File: config.mk
export PLATFORM = sky130hd
export DESIGN_NAME = bus_fifo
export DESIGN_NICKNAME = d
export VERILOG_FILES = /design/src/verilog/bus_fifo.v
export VERILOG_INCLUDE_DIRS = /design/src /design/src/verilog
export SDC_FILE = /design/constraint.sdc
export NUM_CORES = 2
export LEC_CHECK = 0
export BUFFER_PORTS_ARGS = -buffer_cell sky130_fd_sc_hd__buf_2
export CORE_ASPECT_RATIO = 0.8
export CORE_UTILIZATION = 50
export DETAILED_ROUTE_END_ITERATION = 6
export PLACE_DENSITY = 0.7
export SLEW_MARGIN = 20
export SYNTH_ARGS = -nofsm -noshare
export SYNTH_HDL_FRONTEND = slang
export SYNTH_SLANG_ARGS = --single-unit
File: constraint.sdc
create_clock -name ref_clk -period 14.1 [get_ports ref_clk]
set_input_delay 1.41 -clock ref_clk [delete_from_list [all_inputs] [get_ports ref_clk]]
set_output_delay 1.41 -clock ref_clk [all_outputs]
set_load 0.1 [all_outputs]
File: src/verilog/bus_fifo_defines.vh
// Purpose: Shared constants of the bus-matching FIFO.
// Assumes: Included by bus_fifo.v only.
// Notes: Depth counts 9-bit storage units.
`ifndef BUS_FIFO_DEFINES_VH
`define BUS_FIFO_DEFINES_VH
`define SYNC_W      42
`define PTR_W       6
`define CNT_W       7
`define OFS_W       6
`define BYTE_W      9
`define WORD_W      18
`define FIFO_DEPTH  7'h40
`define HALF_DEPTH  7'h20
`define PTR_ZERO    6'h00
`define PTR_ONE     6'h01
`define CNT_ZERO    7'h00
`define ONE_UNIT    2'h1
`define TWO_UNITS   2'h2
`define NO_UNITS    2'h0
`define FT_LAST     2'h2
`define FT_ZERO     2'h0
`define FT_STEP     2'h1
`define WORD_ZERO   18'h0_0000
`define ADR_OFFSETS 4'h0
`define ADR_STATUS  4'h4
`define ADR_CONFIG  4'h8
`define AE_FIELD    5:0
`define AF_FIELD    13:8
`define SEL_AE      0
`define SEL_AF      1
`define HI_BYTE     17:9
`define LO_BYTE     8:0
`define DEF_OFS0    6'h01
`define DEF_OFS1    6'h02
`define DEF_OFS2    6'h04
`define DEF_OFS3    6'h08
`define DEF_OFS4    6'h0C
`define DEF_OFS5    6'h10
`define DEF_OFS6    6'h18
`define DEF_OFS7    6'h1F
`endif

File: src/verilog/bus_fifo.v
// Purpose: Bus-matching FIFO with x9/x18 ports, flags, retransmit and Wishbone status.
// Assumes: All FIFO port pins are asynchronous to ref_clk and far slower than it; the Wishbone pins run on ref_clk.
// Notes: Port clocks and strobes are sampled and edge-detected on ref_clk.
// Notes on behaviour
// - Write and read widths are caught independently while master reset is low.
// - Clocked write stores data on write clock rise with write enable low.
// - Asynchronous write stores data on each write strobe rise; enable stays low.
// - Clocked read delivers next word on read clock rise with read enable low.
// - Asynchronous read delivers a word on each read strobe rise; enable stays low.
// - Write and read clocks may be unrelated; both ports work at once.
// - Standard mode shows the first word only after an enabled read.
// - Fall-through mode presents the first word after three read clock transitions.
// - First-word latency is fixed and short.
// - Retransmit is short, with a zero-latency option.
// - Master reset empties the buffer and reloads all configuration.
// - Partial reset empties data but keeps modes and offsets.
// - Empty, full and half-full outputs show fill level.
// - Almost flags use programmable offsets with eight default choices.
// - Almost flags update synchronously or asynchronously by configuration.
// - Offsets load serially or in parallel over the write data bus.
// - Fall-through mode uses output-valid and input-room instead of empty and full.
// - Read data bus is released while output enable is high.
// - Byte order, big or little, applies to width conversion.
// - Width selects low means 18 bits, high means 9 bits per port.
// - Fall-through select caught at master reset chooses the timing mode unless asynchronous read is selected.
// - Big-endian reads the high byte first; little-endian the low byte first.
// - Low retransmit request on read clock rise rewinds the read pointer.
`timescale 1ns/1ps
`include "bus_fifo_defines.vh"
module bus_fifo (
    input  wire        ref_clk,
    input  wire        sys_rst,
    input  wire        wb_cyc_i,
    input  wire        wb_stb_i,
    input  wire        wb_we_i,
    input  wire [3:0]  wb_adr_i,
    input  wire [3:0]  wb_sel_i,
    input  wire [31:0] wb_dat_i,
    output reg  [31:0] wb_dat_o,
    output reg         wb_ack_o,
    input  wire        masterReset_n,
    input  wire        partialReset_n,
    input  wire        writeClk,
    input  wire        writeEnable_n,
    input  wire        writeStrobe,
    input  wire [17:0] writeDataBus,
    input  wire        readClk,
    input  wire        readEnable_n,
    input  wire        readStrobe,
    input  wire        outputEnable_n,
    input  wire        writePortWidthSel,
    input  wire        readPortWidthSel,
    input  wire        fallThroughSelect,
    input  wire        asyncWriteSel,
    input  wire        asyncReadSel,
    input  wire        byteOrderSelect,
    input  wire        retransmitLatencySel,
    input  wire        retransmitRequest_n,
    input  wire        flagTimingSel,
    input  wire [2:0]  offsetDefaultSel,
    input  wire        offsetLoad_n,
    input  wire        serialEnable_n,
    input  wire        serialIn,
    output reg  [17:0] readDataBus,
    output reg         readDataOe,
    output reg         emptyFlag,
    output reg         fullFlag,
    output reg         outputValidFlag,
    output reg         inputRoomFlag,
    output reg         halfFullFlag,
    output reg         almostEmptyFlag,
    output reg         almostFullFlag
);

    function [`OFS_W-1:0] defOfs;
        input [2:0] s;
        begin
            case (s)
                3'h0: defOfs = `DEF_OFS0;
                3'h1: defOfs = `DEF_OFS1;
                3'h2: defOfs = `DEF_OFS2;
                3'h3: defOfs = `DEF_OFS3;
                3'h4: defOfs = `DEF_OFS4;
                3'h5: defOfs = `DEF_OFS5;
                3'h6: defOfs = `DEF_OFS6;
                default: defOfs = `DEF_OFS7;
            endcase
        end
    endfunction

    // Joins two stored units into a read word in the chosen byte order.
    function [`WORD_W-1:0] packWord;
        input [`BYTE_W-1:0] first;
        input [`BYTE_W-1:0] second;
        input               narrow;
        input               bigEnd;
        begin
            if (narrow) begin
                packWord = {{`BYTE_W{1'b0}}, first};
            end else if (bigEnd) begin
                packWord = {first, second};
            end else begin
                packWord = {second, first};
            end
        end
    endfunction

    reg  [`SYNC_W-1:0] syncA_r;
    reg  [`SYNC_W-1:0] syncB_r;
    wire               mrsN;
    wire               prsN;
    wire               wclk;
    wire               wenN;
    wire               wrS;
    wire [17:0]        dS;
    wire               rclk;
    wire               renN;
    wire               rdS;
    wire               oeN;
    wire               iwS;
    wire               owS;
    wire               fwftS;
    wire               asyWS;
    wire               asyRS;
    wire               beS;
    wire               rmS;
    wire               rtN;
    wire               pfmS;
    wire [2:0]         fselS;
    wire               ldN;
    wire               senN;
    wire               siS;

    assign {mrsN, prsN, wclk, wenN, wrS, dS, rclk, renN, rdS, oeN, iwS, owS, fwftS, asyWS, asyRS,
            beS, rmS, rtN, pfmS, fselS, ldN, senN, siS} = syncB_r;

    reg                wclkP_r;
    reg                wrP_r;
    reg                rclkP_r;
    reg                rdP_r;
    reg                w9_r;
    reg                r9_r;
    reg                fall_through_select_r;
    reg                asyW_r;
    reg                asyR_r;
    reg                be_r;
    reg                zeroRt_r;
    reg                asyFlag_r;
    reg  [`OFS_W-1:0]  aeOff_r;
    reg  [`OFS_W-1:0]  afOff_r;
    reg                ldSel_r;
    reg  [`BYTE_W-1:0] mem [0:`FIFO_DEPTH-1];
    reg  [`PTR_W-1:0]  wrPtr_r;
    reg  [`PTR_W-1:0]  rdPtr_r;
    reg  [`CNT_W-1:0]  cnt_r;
    reg  [1:0]         ftCnt_r;
    reg                valid_r;

    wire wclkRise = wclk & ~wclkP_r;
    wire rclkRise = rclk & ~rclkP_r;
    wire rclkTog  = rclk ^ rclkP_r;
    wire wEdge    = asyW_r ? (wrS & ~wrP_r) : wclkRise;
    wire rEdge    = asyR_r ? (rdS & ~rdP_r) : rclkRise;
    wire wrEvt    = wEdge & ~wenN;
    wire rdEvt    = rEdge & ~renN;

    wire [1:0]        wUnits = w9_r ? `ONE_UNIT : `TWO_UNITS;
    wire [1:0]        rUnits = r9_r ? `ONE_UNIT : `TWO_UNITS;
    wire [`CNT_W-1:0] wUnits7 = {{(`CNT_W-2){1'b0}}, wUnits};
    wire [`CNT_W-1:0] rUnits7 = {{(`CNT_W-2){1'b0}}, rUnits};
    wire              canW = (cnt_r + wUnits7) <= `FIFO_DEPTH;
    wire              avail = cnt_r >= rUnits7;
    wire              dataW = wrEvt & ldN & canW;
    wire              parLd = wrEvt & ~ldN;
    wire              serLd = wclkRise & ~senN & ~ldN;
    wire              rtNow = rclkRise & ~rtN;
    wire [`CNT_W-1:0] wrAll = {1'b0, wrPtr_r};
    wire              rtLoad = rtNow & zeroRt_r & (wrAll >= rUnits7);
    wire              popStd = ~fall_through_select_r & rdEvt & avail;
    wire              ftFirst = fall_through_select_r & ~valid_r & avail & rclkTog & (ftCnt_r == `FT_LAST);
    wire              ftNext = fall_through_select_r & valid_r & rdEvt & avail;
    wire              ftDrain = fall_through_select_r & valid_r & rdEvt & ~avail;
    wire              pop = ~rtNow & (popStd | ftFirst | ftNext);
    wire [`PTR_W-1:0] wrPtr1 = wrPtr_r + `PTR_ONE;
    wire [`PTR_W-1:0] rdPtr1 = rdPtr_r + `PTR_ONE;
    wire [`PTR_W-1:0] rUnitsP = {{(`PTR_W-2){1'b0}}, rUnits};
    wire [`PTR_W-1:0] wUnitsP = {{(`PTR_W-2){1'b0}}, wUnits};
    wire [`CNT_W-1:0] pushN = dataW ? wUnits7 : `CNT_ZERO;
    wire [`CNT_W-1:0] popN = pop ? rUnits7 : `CNT_ZERO;
    wire [`CNT_W-1:0] rtBase = rtLoad ? (wrAll - rUnits7) : wrAll;
    wire [`CNT_W-1:0] cnt_nxt = rtNow ? (rtBase + pushN) : (cnt_r + pushN - popN);
    wire [`WORD_W-1:0] headWord = packWord(mem[rdPtr_r], mem[rdPtr1], r9_r, be_r);
    wire [`WORD_W-1:0] rtWord = packWord(mem[`PTR_ZERO], mem[`PTR_ONE], r9_r, be_r);
    wire [`BYTE_W-1:0] wFirst = (w9_r | ~be_r) ? dS[`LO_BYTE] : dS[`HI_BYTE];
    wire [`BYTE_W-1:0] wSecond = be_r ? dS[`LO_BYTE] : dS[`HI_BYTE];
    wire              busWr = wb_cyc_i & wb_stb_i & wb_we_i & ~wb_ack_o & (wb_adr_i == `ADR_OFFSETS);
    wire              mRst = ~mrsN;
    wire              pRst = ~prsN;
    wire              nxtValid = ftFirst | ftNext | (rtLoad & fall_through_select_r) | (valid_r & ~ftDrain & ~rtNow);

    // Every FIFO port pin passes two flip-flops before any logic looks at it; the Wishbone inputs do not.
    always @(posedge ref_clk) begin
        if (sys_rst) begin
            syncA_r <= {`SYNC_W{1'b1}};
            syncB_r <= {`SYNC_W{1'b1}};
        end else begin
            syncA_r <= {masterReset_n, partialReset_n, writeClk, writeEnable_n, writeStrobe, writeDataBus,
                        readClk, readEnable_n, readStrobe, outputEnable_n, writePortWidthSel,
                        readPortWidthSel, fallThroughSelect, asyncWriteSel, asyncReadSel, byteOrderSelect,
                        retransmitLatencySel, retransmitRequest_n, flagTimingSel, offsetDefaultSel,
                        offsetLoad_n, serialEnable_n, serialIn};
            syncB_r <= syncA_r;
        end
    end

    // Configuration and offsets.
    always @(posedge ref_clk) begin
        if (sys_rst) begin
            w9_r      <= 1'b0;
            r9_r      <= 1'b0;
            fall_through_select_r    <= 1'b0;
            asyW_r    <= 1'b0;
            asyR_r    <= 1'b0;
            be_r      <= 1'b0;
            zeroRt_r  <= 1'b0;
            asyFlag_r <= 1'b0;
            aeOff_r   <= `DEF_OFS0;
            afOff_r   <= `DEF_OFS0;
            ldSel_r   <= 1'b0;
        end else if (mRst) begin
            w9_r      <= iwS;
            r9_r      <= owS;
            fall_through_select_r    <= fwftS & ~asyRS;
            asyW_r    <= asyWS;
            asyR_r    <= asyRS;
            be_r      <= beS;
            zeroRt_r  <= ~rmS;
            asyFlag_r <= pfmS;
            aeOff_r   <= defOfs(fselS);
            afOff_r   <= defOfs(fselS);
            ldSel_r   <= 1'b0;
        end else if (busWr) begin
            if (wb_sel_i[`SEL_AE]) begin
                aeOff_r <= wb_dat_i[`AE_FIELD];
            end
            if (wb_sel_i[`SEL_AF]) begin
                afOff_r <= wb_dat_i[`AF_FIELD];
            end
        end else if (parLd) begin
            if (ldSel_r) begin
                afOff_r <= dS[`OFS_W-1:0];
            end else begin
                aeOff_r <= dS[`OFS_W-1:0];
            end
            ldSel_r <= ~ldSel_r;
        end else if (serLd) begin
            {afOff_r, aeOff_r} <= {afOff_r[`OFS_W-2:0], aeOff_r, siS};
        end
    end

    // Storage, pointers and the read word.
    always @(posedge ref_clk) begin
        if (dataW) begin
            mem[wrPtr_r] <= wFirst;
            if (!w9_r) begin
                mem[wrPtr1] <= wSecond;
            end
        end
    end

    always @(posedge ref_clk) begin
        wclkP_r <= wclk;
        wrP_r   <= wrS;
        rclkP_r <= rclk;
        rdP_r   <= rdS;
        if (sys_rst | mRst | pRst) begin
            wrPtr_r     <= `PTR_ZERO;
            rdPtr_r     <= `PTR_ZERO;
            cnt_r       <= `CNT_ZERO;
            ftCnt_r     <= `FT_ZERO;
            valid_r     <= 1'b0;
            readDataBus <= `WORD_ZERO;
        end else begin
            if (dataW) begin
                wrPtr_r <= wrPtr_r + wUnitsP;
            end
            if (rtNow) begin
                rdPtr_r <= rtLoad ? rUnitsP : `PTR_ZERO;
                if (rtLoad) begin
                    readDataBus <= rtWord;
                end
            end else if (pop) begin
                rdPtr_r     <= rdPtr_r + rUnitsP;
                readDataBus <= headWord;
            end
            cnt_r <= cnt_nxt;
            if (fall_through_select_r & ~valid_r & avail & ~rtNow) begin
                if (rclkTog) begin
                    ftCnt_r <= ftFirst ? `FT_ZERO : ftCnt_r + `FT_STEP;
                end
            end else begin
                ftCnt_r <= `FT_ZERO;
            end
            valid_r <= nxtValid;
        end
    end

    // Status flags, registered from the next fill level.
    always @(posedge ref_clk) begin
        if (sys_rst) begin
            emptyFlag       <= 1'b1;
            fullFlag        <= 1'b0;
            outputValidFlag <= 1'b0;
            inputRoomFlag   <= 1'b0;
            halfFullFlag    <= 1'b0;
            almostEmptyFlag <= 1'b1;
            almostFullFlag  <= 1'b0;
            readDataOe      <= 1'b0;
        end else begin
            emptyFlag       <= ~fall_through_select_r & ((cnt_nxt < rUnits7) | mRst | pRst);
            fullFlag        <= ~fall_through_select_r & ((cnt_nxt + wUnits7) > `FIFO_DEPTH) & ~mRst & ~pRst;
            outputValidFlag <= fall_through_select_r & nxtValid & ~mRst & ~pRst;
            inputRoomFlag   <= fall_through_select_r & (((cnt_nxt + wUnits7) <= `FIFO_DEPTH) | mRst | pRst);
            halfFullFlag    <= (cnt_nxt > `HALF_DEPTH) & ~mRst & ~pRst;
            if (asyFlag_r | rclkRise | mRst | pRst) begin
                almostEmptyFlag <= (cnt_nxt <= {1'b0, aeOff_r}) | mRst | pRst;
            end
            if (asyFlag_r | wclkRise | mRst | pRst) begin
                almostFullFlag <= (cnt_nxt >= (`FIFO_DEPTH - {1'b0, afOff_r})) & ~mRst & ~pRst;
            end
            readDataOe <= ~oeN;
        end
    end

    // Wishbone classic slave: answers one cycle after the strobe.
    always @(posedge ref_clk) begin
        if (sys_rst) begin
            wb_ack_o <= 1'b0;
            wb_dat_o <= 32'h0000_0000;
        end else begin
            wb_ack_o <= wb_cyc_i & wb_stb_i & ~wb_ack_o;
            case (wb_adr_i)
                `ADR_OFFSETS: wb_dat_o <= {16'h0000, 2'h0, afOff_r, 2'h0, aeOff_r};
                `ADR_STATUS:  wb_dat_o <= {18'h0_0000, inputRoomFlag, outputValidFlag, almostFullFlag,
                                           almostEmptyFlag, halfFullFlag, fullFlag, emptyFlag, cnt_r};
                `ADR_CONFIG:  wb_dat_o <= {24'h00_0000, asyFlag_r, zeroRt_r, be_r, asyR_r, asyW_r,
                                           fall_through_select_r, r9_r, w9_r};
                default:      wb_dat_o <= 32'h0000_0000;
            endcase
        end
    end

endmodule

; Yosys cells after proc, flatten, opt, wreduce, memory -nomap -nowiden
; Memory sizes are Yosys's and may differ from the RTL's. A register that Yosys moved wholly into a read port is not among the register bits.
; Index checks and enable logic that the tools add are counted.
; W data, S select, Z words.
[totals]
input_bits = 87
output_inout_bits = 59
memories = 1
regBits = 190
elab_cells = 213
ramBits = 576
[memory_table]
columns = memory, words, width, rd, rd_clocked_by_memory_dff, wr, line
row1 = mem, 64, 9, 4, 1, 2, bus_fifo.v:152  ; reg [`BYTE_W-1:0] mem [0:`FIFO_DEPTH-1];
[classes]
n_bitwise = 92
magnitude_cmp = 9
n_reduce_logical = 9
muxes = 42
n_eq_ne = 15
add_sub_neg = 12
[op_table]
columns = op, count
row1 = $mux W18, 7
row2 = $mux W6, 16
row3 = $and A1 B1 Y1, 47
row4 = $pmux W14 S3, 1
row5 = $pmux W5 S7, 1
row6 = $add A7 B2 Y7, 4
row7 = $not A1 Y1, 24
row8 = $or A1 B1 Y1, 20
row9 = $mux W9, 2
row10 = $le A7 B7 Y1 const B, 2
row11 = $mux W7, 2
row12 = $add A6 B1 Y6 const B, 2
row13 = $add A6 B2 Y6, 2
row14 = $mux W2, 6
row15 = $eq A3 B3 Y1 const B, 3
row16 = $ne A4 B3 Y1 const B, 2
row17 = $ge A7 B2 Y1, 1
row18 = $ge A7 B7 Y1, 1
row19 = $gt A7 B6 Y1 const B, 1
row20 = $gt A7 B7 Y1 const B, 1
row21 = $le A7 B6 Y1, 1
row22 = $lt A7 B2 Y1, 1
row23 = $mux W1, 7
row24 = $sub A6 B2 Y7, 1
row25 = other kinds (19), 24

; Depth between registers and ports, before layout
[depth]
ltp_word = 17
depth_mapped = 27
ltp_nobuf = 25

; Least setup slack after synthesis
; Ideal clock, no wire load.
[synth_timing]
kind = register -> register
startpoint = register w9_r
endpoint = register almostEmptyFlag
path_buffers = 2
path_stages_with_launch = 27
arrival_ns = 5.381
required_time_ns = 13.980
setup_ns = 0.120
path_slack_ns = 8.600
synth_period_minus_slack_ns = 5.500
path_cell_list = dfxtp_1 -> clkbuf_1 -> inv_1 -> ha_1 -> a21o_1 -> nand2_1 -> mux2i_1 -> o22ai_1 -> and4bb_2 -> o211ai_2 -> clkbuf_1 -> nand2b_1 -> fa_1 -> inv_1 -> ha_1 -> a21o_1 -> a21oi_1 -> o31ai_1 -> xnor2_1 -> o211ai_4 -> inv_4 -> ha_1 -> and3_1 -> a221oi_1 -> a41oi_1 -> nor3_1 -> a211o_1
[synth_via]
elab_chain_len = 11
word_cells_on_any_way = 12
cone_classes = 4 x add/sub / 2 x order compare / 3 x mux / 3 x bitwise
[synth_lines]
columns = element, line
row1 = from (decl), bus_fifo.v:141  ; reg w9_r;
row2 = from (signal assigned), bus_fifo.v:231  ; w9_r <= iwS;
row3 = $mux W2 (no line) (*), n/a
row4 = $add A7 B2 Y7, bus_fifo.v:171  ; wire canW = (cnt_r + wUnits7) <= `FIFO_DEPTH;
row5 = $le A7 B7 Y1 (no line), n/a
row6 = $and A1 B1 Y1, bus_fifo.v:173  ; wire dataW = wrEvt & ldN & canW;
row7 = $mux W2 (no line) (*), n/a
row8 = $add A7 B2 Y7, bus_fifo.v:191  ; wire [`CNT_W-1:0] cnt_nxt = rtNow ? (rtBase + pushN) : (cnt_r + pushN - popN);
row9 = $sub A7 B2 Y7, bus_fifo.v:191
row10 = $mux W7 (*), bus_fifo.v:191
row11 = named net cnt_nxt[5], bus_fifo.v:191
row12 = $le A7 B6 Y1 (*), bus_fifo.v:326  ; almostEmptyFlag <= (cnt_nxt <= {1'b0, aeOff_r}) | mRst | pRst;
row13 = $or A1 B1 Y1 (*) (2 in a row), bus_fifo.v:326
row14 = to (signal assigned), bus_fifo.v:326
row15 = to (decl), bus_fifo.v:71  ; output reg almostEmptyFlag,
; Mark *: on every way through the listed nets, which the timed path passes. The rest lies on a longest branch.
; A chain may end at the register's enable or synchronous reset.

; Worst setup path in the final report
[layout_timing]
startpoint = register wrPtr_r[0]
endpoint = register almostFullFlag
[layout_via]
elab_chain_len = 8
word_cells_on_any_way = 9
cone_classes = 2 x add/sub / 2 x order compare / 2 x mux / 3 x bitwise
[layout_lines]
columns = element, line
row1 = from (decl), bus_fifo.v:153  ; reg [`PTR_W-1:0] wrPtr_r;
row2 = from (signal assigned), bus_fifo.v:277  ; wrPtr_r <= `PTR_ZERO;
row3 = from (signal assigned), bus_fifo.v:285  ; wrPtr_r <= wrPtr_r + wUnitsP;
row4 = $ge A6 B2 Y1, bus_fifo.v:178  ; wire rtLoad = rtNow & zeroRt_r & (wrAll >= rUnits7);
row5 = $and A1 B1 Y1, bus_fifo.v:178
row6 = $mux W7 (*), bus_fifo.v:190  ; wire [`CNT_W-1:0] rtBase = rtLoad ? (wrAll - rUnits7) : wrAll;
row7 = $add A7 B2 Y7 (*), bus_fifo.v:191
row8 = $mux W7 (*), bus_fifo.v:191
row9 = named net cnt_nxt[2], bus_fifo.v:191
row10 = $ge A7 B7 Y1 (*), bus_fifo.v:329  ; almostFullFlag <= (cnt_nxt >= (`FIFO_DEPTH - {1'b0, afOff_r})) & ~mRst & ~pRst;
row11 = $and A1 B1 Y1 (*) (2 in a row), bus_fifo.v:329
row12 = to (signal assigned), bus_fifo.v:329
row13 = to (decl), bus_fifo.v:72  ; output reg almostFullFlag
; Marked as above.

==> impl_metrics.toml <==
[pwr]
p_total_uw = 5170
p_int_uw = 3860
p_sw_share_pct = 25.3
seq_power_share_pct = 47.2
clkPwrFrac_pct = 42.1
net-switching-power_uw = 1310
vdd_drop_max_mv = 0.0766
power.density_nw_per_um2 = 110
p_comb_share_pct = 10.7
p_leak_uw = 0.0160

[detailed_routing]
antenna_left = 0
drt_iter0_drc = 4257
vias = 28900
avgRoutedWirePerCell_um = 33.5
drc_errors = 26
dr.pass1.iters = 7
drt-vias-per-instance = 7.01
drt_wl_total_um = 138000

[synth]
ys_types = 91
avgSynthCellArea_um2 = 14.3
yosys.cell_count.top_type = "mux2i_1"
yosys-top-cells-count = "mux2i_1 (633), edfxtp_1 (576), mux4_2 (355), clkbuf_1 (196), dfxtp_1 (178)"
synth_top_area_share_pct = 40.6
yosys.area.top_type = "edfxtp_1"
synth-edff-count = 576
synth_ff_type = "edfxtp_1"
netlist_top_cells_area = "edfxtp_1 (41%), mux4_2 (19%), mux2i_1 (15%)"
synth_seq_cells = 754
yosysSeqAreaShare_pct = 48.9
yosysWarnings = 0
synth_cells = 2973
syn_area_um2 = 42600
synth-async-reset-ratio_pct = 0

[critical_path]
max_stage_delay_ps = 780
cp_max_fo = 14
worstPathCellList = "clkinv_1 -> ha_1 -> nand2b_1 -> a21oi_1 -> a21oi_1 -> nor2_1 -> a21oi_1 -> ha_1 -> inv_1 -> fa_1 -> inv_1 -> or3_1 -> o2111ai_1 -> nor2_1 -> ha_1 -> a21o_1 -> a21o_1 -> a21o_1 -> a21o_1 -> a21oi_1 -> o21ai_0 -> o311a_1"
arrival_ps = 7100
critical_path_class = "flip-flop to flip-flop"
rr_worst_depth = 22
cp_slowest_cell = "dfxtp_1"
crit_path_end_kind = "flip-flop"
start_kind = "flip-flop"
cp.required_ps = 14640

[timing]
rsz0062_at_grt = "no"
slew_headroom_pct = 18.3
worstMarginPinSlew_ps = 1220
finalCriticalPeriod_ps = 6570
finalCritPeriodShare_pct = 46.6
setup-tns-final_ps = 0
slew_violations = 0
finClkSkew_ps = 22.6
setup_ws_ps = 7530
hold_viol_final = 0
hold_ws_ps = 354
max_freq_ghz = 0.152
setup_violations = 0

[place]
dp_slack_ps = 7700
globalplace.congestion = 1.02
dp_hpwl_um = 90600
dpl-instance-area_um2 = 44200
io_buffers = 105

[finish]
fin_nets = 3088
drive_gt1_share_pct = 29.0
diodes = 0
final_area_um2 = 47000
syn2layout_area_growth_pct = 10.3

[grt]
grt_max_degree = 125
grtUsageTotal_pct = 31.9
grt_pass1_vias = 28300
grt-ovfl-total = 0
grt_pass1_wl_um = 200000
antenna_found_initial = 7

[clock_network]
post_cts_buffers = 0
ctsHoldBuffers = 0
htreeDepth = 3
cts-resized-gates = 0
clockBufferDepth = 3
ctsRootBufferMaster = "clkbuf_16"
tritoncts = "yes"
clkSlewWorstSetupHoldPaths_ps = 60
clk_latency_ps = 650
cts_buffers = 78
cts_sinks = 754

[hold_path]
whs_path_depth = 0
min_path_type = "flip-flop to flip-flop"

[floorplan]
start_util_pct = 50.7
die-area_um2 = 86400
fp.coreArea_um2 = 84200
die_w_um = 328
ioPinCount = 146
rows = 95
die_height_um = 263

[status]
violations = "DRC"
outcome = "finished with violations"

[job]
cap_violations = 0
per-stage QoR:
stage	cells	utilization, %
floorplan	2990	-
global placement	3975	52.5
detailed placement	3977	52.5
CTS	4117	55.7
global route	4120	55.9
finish	4120	55.9
area by class of cell:
class | instances | area, um^2
clock inverter | 42 | 398
clock buffer | 98 | 2240
multi-input combinational | 1888 | 20800
sequential | 754 | 20900
fill | 6623 | 37200
inverter | 45 | 171
timing repair buffer | 178 | 1090
tap | 1115 | 1400
path summary, 6_finish.rpt:
check / slack, ps / endpoint / from
min: 350 / rdP_r / syncB_r[16]
max: 7530 / almostFullFlag / wrPtr_r[0]
min reg2reg: 350 / rdP_r / syncB_r[16]
max reg2reg: 7530 / almostFullFlag / wrPtr_r[0]
registers in the layout, indices dropped and copies added, names as in the netlist, 2 cells and up, named ones only:
name and cells:
wrPtr_r 6, ftCnt_r 2, aeOff_r 6, syncB_r 42, readDataBus 18, wb_dat_o 14
rdPtr_r 6, mem 576, afOff_r 6, cnt_r 7, syncA_r 42
routing by layer:
metal / vias up / share of wire (%) / wire length, um / GRT usage [%]
li1: 11600 / - / - / -
met5: - / 0.062 / 85 / 0
met2: 1972 / 44 / 61100 / 46.6
met1: 14900 / 39 / 53800 / 45.5
met3: 305 / 13 / 18500 / 9.80
met4: 12 / 3.4 / 4680 / 10.2
cells by family (layout without fill, tap and decap cells):
logic type | Yosys count | after routing | share of synthesized area [%]
buffers and inverters | 348 | 363 | 3.50
adder cells (fa/ha/maj) | 56 | 56 | 1.78
flip-flops | 754 | 754 | 48.9
AO/OA/AOI/OAI | 300 | 300 | 4.72
XOR/XNOR | 28 | 28 | 0.575
other | 1 | 18 | 0.00880
AND/OR/NAND/NOR | 486 | 486 | 6.51
multiplexers | 1000 | 1000 | 34.0
cell usage in the layout (no fill, tap or decap), types with 19 or more instances in the layout:
| cell type | count |
|---|---|
| a21oi_1 | 61 |
| a22oi_1 | 34 |
| buf_2 | 105 |
| buf_4 | 70 |
| clkbuf_16 | 86 |
| dfxtp_1 | 172 |
| edfxtp_1 | 576 |
| ha_1 | 47 |
| inv_1 | 40 |
| mux2i_1 | 615 |
| mux4_2 | 355 |
| nand2_1 | 126 |
| nand3_1 | 26 |
| nor2_1 | 89 |
| o21ai_0 | 30 |
| o22ai_1 | 21 |
| o22ai_2 | 19 |
| or2_2 | 88 |
worst max-delay path: cells and delay by family, from the launching register on:
kind / cells / cell delay (ps)
AOI/OAI and AO/OA: 11 / 2380
and+or+nand+nor: 4 / 880
buffers and inverters: 3 / 840
DFF: 1 / 780
adders and majority gates: 4 / 1590
power groups by stage:
stage | registers (uW) | logic, uW | clock network [uW]
floorplan | 2500 | 360 | 0
global placement | 2490 | 530 | 0
detailed placement | 2490 | 540 | 0
CTS | 2440 | 543 | 2180
global route | 2440 | 593 | 2260
finish | 2440 | 553 | 2170
Note: power is estimated with default switching activity, not from simulation.
